[config.mk]
export PLATFORM = sky130hd
export DESIGN_NAME = serial_flash_status_protect
export DESIGN_NICKNAME = d
export VERILOG_FILES = /design/src/flash_status_pkg.sv /design/src/serial_flash_status_protect.sv /design/src/pin_sync.sv
export VERILOG_INCLUDE_DIRS = /design/src
export SDC_FILE = /design/constraint.sdc
export NUM_CORES = 1
export LEC_CHECK = 0
export BUFFER_PORTS_ARGS = -buffer_cell sky130_fd_sc_hd__buf_4
export CORE_AREA = 2 2 91 93
export CTS_CLUSTER_SIZE = 14
export DETAILED_ROUTE_END_ITERATION = 10
export DIE_AREA = 0 0 93 95
export PLACE_DENSITY = 0.7
export REMOVE_ABC_BUFFERS = 1
export SYNTH_ARGS = -nofsm -noshare
export SYNTH_HDL_FRONTEND = slang
export SYNTH_HIERARCHICAL = 1
export SYNTH_SLANG_ARGS = --single-unit
export TNS_END_PERCENT = 50
[constraint.sdc]
create_clock -name mclk -period 2 [get_ports mclk]
set_input_delay 0.3 -clock mclk [delete_from_list [all_inputs] [get_ports mclk]]
set_output_delay 0.3 -clock mclk [all_outputs]
set_load 0.02 [all_outputs]
[src/flash_status_cfg.svh]
`ifndef FLASH_STATUS_CFG_SVH
`define FLASH_STATUS_CFG_SVH

`define CMD_LATCH_SET 8'h06
`define CMD_LATCH_CLEAR 8'h04
`define CMD_STATUS_READ 8'h05
`define CMD_STATUS_WRITE 8'h01
`define CMD_PAGE_PROGRAM 8'h02
`define CMD_SECTOR_WIPE 8'h20
`define CMD_BLOCK_WIPE 8'hd8
`define CMD_CHIP_WIPE 8'hc7

`define SR_BUSY 0
`define SR_WEL 1
`define SR_BP_LO 2
`define SR_BP_HI 4
`define SR_LOCK 7
`define SR_RESET 8'h00

// self-timed status write cycle, in ns
`define T_W_NS 5000000
`define CLK_NS 10
`define T_W_CYCLES ((`T_W_NS + `CLK_NS - 1) / `CLK_NS)

`endif

[src/flash_status_pkg.sv]
package flash_status_pkg;

	typedef struct packed {
		logic lock;
		logic [2:0] bp;
	} nv_bits_type;

	typedef struct packed {
		logic busy;
		logic write_enable_latch;
		nv_bits_type nv;
	} status_fields_type;

	typedef enum logic [1:0] {
		ph_cmd,
		ph_data,
		ph_out,
		ph_ignore
	} phase_type;

	typedef struct packed {
		logic [7:0] cmd;
		logic [2:0] bitcnt;
		logic bytes_done;
		logic misaligned;
		logic [7:0] sh;
		logic [7:0] data;
		phase_type phase;
		logic [7:0] out_sh;
	} shift_state_type;

endpackage : flash_status_pkg

[src/serial_flash_status_protect.sv]
// Notes on behaviour
// - a complete latch-clear command drops the write-enable latch when not busy.
// - latch clears at reset and after clear, status write, program, erase.
// - status read is accepted any time, even during a busy cycle.
// - status byte repeats while select stays low after a status read.
// - busy reads 1 during a status write, program or erase cycle.
// - latch at 0 refuses status write, program and erase.
// - protect bits are kept; program and erase into protected area refused.
// - chip erase runs only with all protect bits zero.
// - lock bit 1 with protect pin low locks the status bits.
// - status write needs an earlier latch-set.
// - status write is code plus one byte; other select rise discards it.
// - status write leaves b6,b5,b1,b0; b6 and b5 always read zero.
// - valid status write runs a t_W busy cycle, then clears latch.
// - status write loads protect bits and lock bit from data byte.
// - lock bit 0 allows status writes whatever the protect pin level.
// - lock bit 1 with protect pin high still allows status writes.
// - locked mode follows lock and pin in either order.
// - only a high protect pin leaves locked mode.
// - latch-set completion sets the write-enable latch when not busy.
// - bits shift msb first, sampled on rising serial clock.
// - latch and status-write commands need select rise on byte boundary.
`timescale 1ns/10ps
`include "flash_status_cfg.svh"
module serial_flash_status_protect #(
	parameter int T_W_CYCLES = `T_W_CYCLES,
	parameter logic [7:0] NV_DEFAULT = `SR_RESET
) (
	input wire logic mclk,
	input wire logic rst_n,
	input wire logic chip_sel_n,
	input wire logic serial_clk,
	input wire logic serial_data_input,
	input wire logic write_protect_n,
	// cycles run by the array datapath outside this block
	input wire logic array_cycle_busy,
	input wire logic array_cycle_done,
	// address of a pending program/erase lies in the selected protect area
	input wire logic array_addr_protected,
	output logic serial_data_out,
	output logic serial_data_oe,
	output logic [7:0] status_register,
	output logic hardware_locked_mode,
	output logic software_locked_mode,
	output logic program_grant,
	output logic chip_wipe_grant
);

	typedef struct packed {
		logic [2:0] pins;
		logic sclk_d;
		logic csn_d;
		flash_status_pkg::shift_state_type sh;
		flash_status_pkg::status_fields_type sr;
		logic [31:0] wcnt;
		logic wr_cycle;
		logic prog_grant;
		logic chip_grant;
		logic do_r;
		logic oe_r;
	} state_type;

	state_type st_r;
	state_type st_nxt;
	logic [3:0] pins_sync;

	pin_sync #(
		.WIDTH(4)
	) u_sync (
		.mclk(mclk),
		.rst_n(rst_n),
		.async_in({chip_sel_n, serial_clk, serial_data_input,
			write_protect_n}),
		.sync_out(pins_sync)
	);

	function automatic logic [7:0] pack_status(
		input flash_status_pkg::status_fields_type f);
		logic [7:0] v;
		v = 8'h00;
		v[`SR_BUSY] = f.busy;
		v[`SR_WEL] = f.write_enable_latch;
		v[`SR_BP_HI:`SR_BP_LO] = f.nv.bp;
		v[`SR_LOCK] = f.nv.lock;
		return v; // b6 and b5 stay zero
	endfunction : pack_status

	function automatic logic is_array_write(input logic [7:0] c);
		return c == `CMD_PAGE_PROGRAM || c == `CMD_SECTOR_WIPE ||
			c == `CMD_BLOCK_WIPE;
	endfunction : is_array_write

	logic csn;
	logic sclk;
	logic din;
	logic wp_n;
	logic sclk_rise;
	logic sclk_fall;
	logic cs_fall;
	logic cs_rise;
	logic hw_lock;
	logic [7:0] byte_in;
	logic [7:0] cur_status;

	assign csn = pins_sync[3];
	assign sclk = pins_sync[2];
	assign din = pins_sync[1];
	assign wp_n = pins_sync[0];

	always_comb
	begin
		sclk_rise = sclk & ~st_r.sclk_d & ~csn;
		sclk_fall = ~sclk & st_r.sclk_d & ~csn;
		cs_fall = ~csn & st_r.csn_d;
		cs_rise = csn & ~st_r.csn_d;
		// level, so entering works in either order
		hw_lock = st_r.sr.nv.lock & ~wp_n;
		byte_in = {st_r.sh.sh[6:0], din}; // msb first
		cur_status = pack_status(st_r.sr);
	end

	always_comb
	begin
		st_nxt = st_r;
		st_nxt.sclk_d = sclk;
		st_nxt.csn_d = csn;
		st_nxt.prog_grant = 1'b0;
		st_nxt.chip_grant = 1'b0;

		// busy covers own status cycle and array cycles
		st_nxt.sr.busy = st_r.wr_cycle | array_cycle_busy;

		if (st_r.wr_cycle)
		begin
			if (st_r.wcnt == 32'd1)
			begin
				st_nxt.wr_cycle = 1'b0;
				st_nxt.sr.write_enable_latch = 1'b0;
				st_nxt.sr.busy = array_cycle_busy;
			end
			st_nxt.wcnt = st_r.wcnt - 32'd1;
		end

		if (array_cycle_done)
		begin
			st_nxt.sr.write_enable_latch = 1'b0;
		end

		if (cs_fall)
		begin
			st_nxt.sh = '0;
			st_nxt.sh.phase = flash_status_pkg::ph_cmd;
			st_nxt.oe_r = 1'b0;
		end
		else if (!csn && sclk_rise)
		begin
			st_nxt.sh.sh = byte_in;
			st_nxt.sh.bitcnt = st_r.sh.bitcnt + 3'd1;
			st_nxt.sh.misaligned = (st_r.sh.bitcnt != 3'd7);
			if (st_r.sh.bitcnt == 3'd7)
			begin
				case (st_r.sh.phase)
					flash_status_pkg::ph_cmd:
					begin
						st_nxt.sh.cmd = byte_in;
						st_nxt.sh.bytes_done = 1'b0;
						if (byte_in == `CMD_STATUS_READ)
						begin
							// accepted even mid-cycle
							st_nxt.sh.phase = flash_status_pkg::ph_out;
							st_nxt.sh.out_sh = cur_status;
						end
						else if (byte_in == `CMD_STATUS_WRITE)
						begin
							st_nxt.sh.phase = flash_status_pkg::ph_data;
						end
						else
						begin
							st_nxt.sh.phase = flash_status_pkg::ph_ignore;
						end
					end
					flash_status_pkg::ph_data:
					begin
						if (!st_r.sh.bytes_done)
						begin
							st_nxt.sh.data = byte_in;
							st_nxt.sh.bytes_done = 1'b1;
						end
						else
						begin
							// extra byte spoils the write
							st_nxt.sh.phase = flash_status_pkg::ph_ignore;
							st_nxt.sh.bytes_done = 1'b0;
						end
					end
					default:
					begin
						st_nxt.sh.phase = st_r.sh.phase;
					end
				endcase
			end
		end
		else if (!csn && sclk_fall &&
			st_r.sh.phase == flash_status_pkg::ph_out)
		begin
			st_nxt.oe_r = 1'b1;
			st_nxt.do_r = st_r.sh.out_sh[7];
			if (st_r.sh.bitcnt == 3'd0)
			begin
				// reload byte; repeats while select low
				st_nxt.sh.out_sh = {cur_status[6:0], 1'b0};
				st_nxt.do_r = cur_status[7];
			end
			else
			begin
				st_nxt.sh.out_sh = {st_r.sh.out_sh[6:0], 1'b0};
			end
		end

		if (cs_rise)
		begin
			st_nxt.oe_r = 1'b0;
			st_nxt.sh.phase = flash_status_pkg::ph_ignore;
			// byte boundary required
			if (!st_r.sh.misaligned && st_r.sh.bitcnt == 3'd0 &&
				!st_r.sr.busy)
			begin
				case (st_r.sh.cmd)
					`CMD_LATCH_SET:
					begin
						if (st_r.sh.phase == flash_status_pkg::ph_ignore)
						begin
							st_nxt.sr.write_enable_latch = 1'b1;
						end
					end
					`CMD_LATCH_CLEAR:
					begin
						if (st_r.sh.phase == flash_status_pkg::ph_ignore)
						begin
							st_nxt.sr.write_enable_latch = 1'b0;
						end
					end
					`CMD_STATUS_WRITE:
					begin
						// one data byte, latch set, not locked
						if (st_r.sh.phase == flash_status_pkg::ph_data &&
							st_r.sh.bytes_done && st_r.sr.write_enable_latch && !hw_lock)
						begin
							// only lock and protect bits change
							st_nxt.sr.nv.bp =
								st_r.sh.data[`SR_BP_HI:`SR_BP_LO];
							st_nxt.sr.nv.lock = st_r.sh.data[`SR_LOCK];
							st_nxt.wr_cycle = 1'b1;
							st_nxt.wcnt = 32'(T_W_CYCLES);
							st_nxt.sr.busy = 1'b1;
						end
					end
					`CMD_CHIP_WIPE:
					begin
						st_nxt.chip_grant = st_r.sr.write_enable_latch &&
							st_r.sr.nv.bp == 3'b000;
					end
					default:
					begin
						st_nxt.prog_grant = is_array_write(st_r.sh.cmd) &&
							st_r.sr.write_enable_latch && !array_addr_protected;
					end
				endcase
			end
		end
	end

	always_ff @(posedge mclk)
	begin
		if (!rst_n)
		begin
			st_r <= '0;
			st_r.sclk_d <= 1'b0;
			st_r.csn_d <= 1'b1;
			st_r.sh.phase <= flash_status_pkg::ph_ignore;
			// protect bits persist: default stands for stored value
			st_r.sr.nv.bp <= NV_DEFAULT[`SR_BP_HI:`SR_BP_LO];
			st_r.sr.nv.lock <= NV_DEFAULT[`SR_LOCK];
			st_r.sr.write_enable_latch <= 1'b0;
		end
		else
		begin
			st_r <= st_nxt;
		end
	end

	assign serial_data_out = st_r.do_r;
	assign serial_data_oe = st_r.oe_r;
	assign status_register = cur_status;
	assign hardware_locked_mode = hw_lock;
	assign software_locked_mode = ~hw_lock;
	assign program_grant = st_r.prog_grant;
	assign chip_wipe_grant = st_r.chip_grant;

endmodule : serial_flash_status_protect

[src/pin_sync.sv]
`timescale 1ns/10ps
// two-stage synchroniser for asynchronous pin levels
module pin_sync #(
	parameter int WIDTH = 1
) (
	input wire logic mclk,
	input wire logic rst_n,
	input wire logic [WIDTH-1:0] async_in,
	output logic [WIDTH-1:0] sync_out
);

	typedef struct packed {
		logic [WIDTH-1:0] s1;
		logic [WIDTH-1:0] s2;
	} sync_state_type;

	sync_state_type st_r;
	sync_state_type st_nxt;

	always_comb
	begin
		st_nxt.s1 = async_in;
		st_nxt.s2 = st_r.s1;
	end

	always_ff @(posedge mclk)
	begin
		if (!rst_n)
		begin
			// idle high: select and protect pins, so no false edge
			// after reset; clock edges are gated by select
			st_r <= '1;
		end
		else
		begin
			st_r <= st_nxt;
		end
	end

	assign sync_out = st_r.s2;

endmodule : pin_sync

==> results.toml <==
[run_status]
status = "complete, no violations"

[floorplan]
start_util_pct = 51.7
die_area_sq_um = 8840
num_rows = 33
fp.dieW_um = 93
die_y_um = 95
core_sq_um = 7930
ios = 23

[power_and_ir_drop]
irDropWorstVdd_mv = 0.596
p_leak_nw = 1.76
p_per_area_nw_per_um2 = 677
p_total_mw = 3.19

[layout]
layout_common_cells = "87 x dfxtp_1, 54 x buf_4, 43 x nand2_1"
multi_input_area_sq_um = 2160
design_area_sq_um = 4710
area_delta_synth_final_pct = 14.9
nFillCells = 734
final_common_cell = "dfxtp_1"
nets = 501
drive_above_1_share_pct = 20.9
regArea_sq_um = 1740
diodes = 0

[placement]
place_congestion = 0.910
hpwlAfterDp_mm = 6.40
dp_slack_ns = 0.131
port_buffers = 20
post_dp_cell_area_sq_um = 4460

[sta]
fin_crit_sh_pct = 93.7
fmax_mhz = 533
finClkSkew_ns = 0.0100
final_period_minus_worst_setup_slack_ns = 1.87
hold_violations = 0
timing.final.ws_setup_ns = 0.125
setup-violations-final = 0
rsz0062_at_grt = "no"
whs_ns = 0.121
finalMaxSlewViolations = 0

[setup_path]
worstSetupPathType = "flop to flop"
critPathCaptureType = "flop"
startpoint_type = "flop"
cp.arrival_ns = 2.16
critical_path.max_fanout = 17
cp.required_ns = 2.29

[synth]
syn-cell-area_sq_um = 4100
async_flop_share_pct = 0
ys.warnings.count = 6
ys_seq_area_share_pct = 42.5
synth_edf_count = 0
syn_inst = 454
avgSynthCellArea_sq_um = 9.02
ys_types = 67
ys_ff_latch = 87
synthFlopType = "dfxtp_1"

[detailed_routing]
drt_first_pass_iters = 4
wl_mm = 9.03
post_drt_wl_per_cell_um = 15.1
drt.antenna.violating_nets = 0
drc = 0
drt-vias-per-instance = 5.72
drt_iter0_markers = 151
vias = 3417

[cts]
cts.path.max_buffers = 2
htreeDepth = 3
insertion_delay_ns = 0.35
cts_setup_buffers = 0
cts_root_buffer = "clkbuf_8"
clkSinkCount = 87
clk_pin_slew_ns = 0.09
cts_buffers = 9
cts_tree = "built"

[grt]
grt.total_usage_pct = 21.8
antenna_found_initial = 0
grt_max_degree = 25
grt_first_pass_wirelength_mm = 15.5
grt-ovfl-total = 0
grt_pass1_vias = 3227

[hold_path]
min_path_type = "primary input to flop"

[flow_run]
max_cap_violations = 0
-- synth_stat cells (all sizes together), types with 6 or more instances --
| master | count | area [sq um] |
|---|---|---|
| dfxtp | 87 | 1740 |
| nand2 | 43 | 161 |
| nor2 | 39 | 166 |
| a21oi | 34 | 178 |
| buf | 18 | 134 |
| nand2b | 18 | 120 |
| o31ai | 18 | 149 |
| clkbuf | 16 | 60.1 |
| mux2i | 14 | 140 |
| or4 | 14 | 109 |
| nor4 | 13 | 121 |
| nand4 | 12 | 75.1 |
| o21ai | 12 | 60.1 |
| or3 | 9 | 56.3 |
| nand3 | 8 | 40.0 |
| xor2 | 8 | 70.1 |
| inv | 7 | 26.3 |
| nor2b | 6 | 37.5 |
-- worst max-delay path: stages (launching register included) --
cell,delay [ns]
dfxtp_1,0.34
nor4_2,0.46
nand4_1,0.15
buf_4,0.22
or4_1,0.50
a21oi_1,0.14
-- path summary, 6_finish.rpt --
| check | from | to | slack [ns] | depth (start not counted) |
|---|---|---|---|---|
| max | st_r[17] | st_r[28] | 0.13 | 5 |
| min | chip_sel_n | u_sync/st_nxt[3] | 0.12 | 2 |
| max reg2reg | st_r[17] | st_r[28] | 0.13 | 5 |
| min reg2reg | u_sync/st_nxt[3] | u_sync/sync_out[3] | 0.42 | 1 |
-- repair_timing --
item	CTS	global route
endpoints found under the setup margin	0	6
hold buffers	0	0
resized for setup	0	5
-- stage by stage --
step	utilization [%]	instances	setup TNS (ns)
after floorplan	-	421	-8.52
after global placement	56.3	581	0
after detailed placement	56.3	581	0
after CTS	59.0	597	0
after global routing	59.4	597	0
final	59.4	597	0
-- cells by family (layout without fill, tap and decap cells) --
group | Yosys count | count (layout) | share of synthesized area, %
buffers and inverters | 42 | 79 | 5.47
xor gates and xnor gates | 13 | 13 | 2.78
muxes | 16 | 16 | 3.97
AOI/OAI and AO/OA | 93 | 93 | 15.2
DFF | 87 | 87 | 42.5
adders and majority gates | 5 | 5 | 1.53
and+or+nand+nor | 197 | 197 | 28.5
other | 1 | 2 | 0.0915
-- sequential cells by signal (all words and copies together) (netlist names) --
| name | count |
|---|---|
| st_r | 62 |
| byte_in | 7 |
| status_register | 6 |
| u_sync/st_nxt | 4 |
| u_sync/sync_out | 4 |
| chip_wipe_grant | 1 |
| program_grant | 1 |
| serial_data_oe | 1 |
| serial_data_out | 1 |
-- power breakdown --
group          total [mW]  internal [mW]  switching [mW]
clock                1.30          0.657           0.641
sequential           1.76           1.75          0.0145
combinational       0.128         0.0517          0.0765
total                3.19           2.45           0.732
-- layer usage --
layer  wire, um  up-vias  GRT usage (%)  share of wire [%]
li1           -     1705              -                  -
met5          0        -              0                  0
met3        366       13           4.87                4.1
met4        140        0           6.50                1.6
met2       4190       59           33.8                 46
met1       4330     1640           30.6                 48
-- cell type report --
| class | instances | share of cell area (%) |
|---|---|---|
| Clock buffer | 11 | 3.22 |
| Clock inverter | 5 | 1.36 |
| Sequential cell | 87 | 37.0 |
| Tap cell | 105 | 2.79 |
| Multi-Input combinational cell | 326 | 46.0 |
| Timing Repair Buffer | 55 | 9.04 |
| Inverter | 8 | 0.638 |
Power figures use the tool's default switching activity.
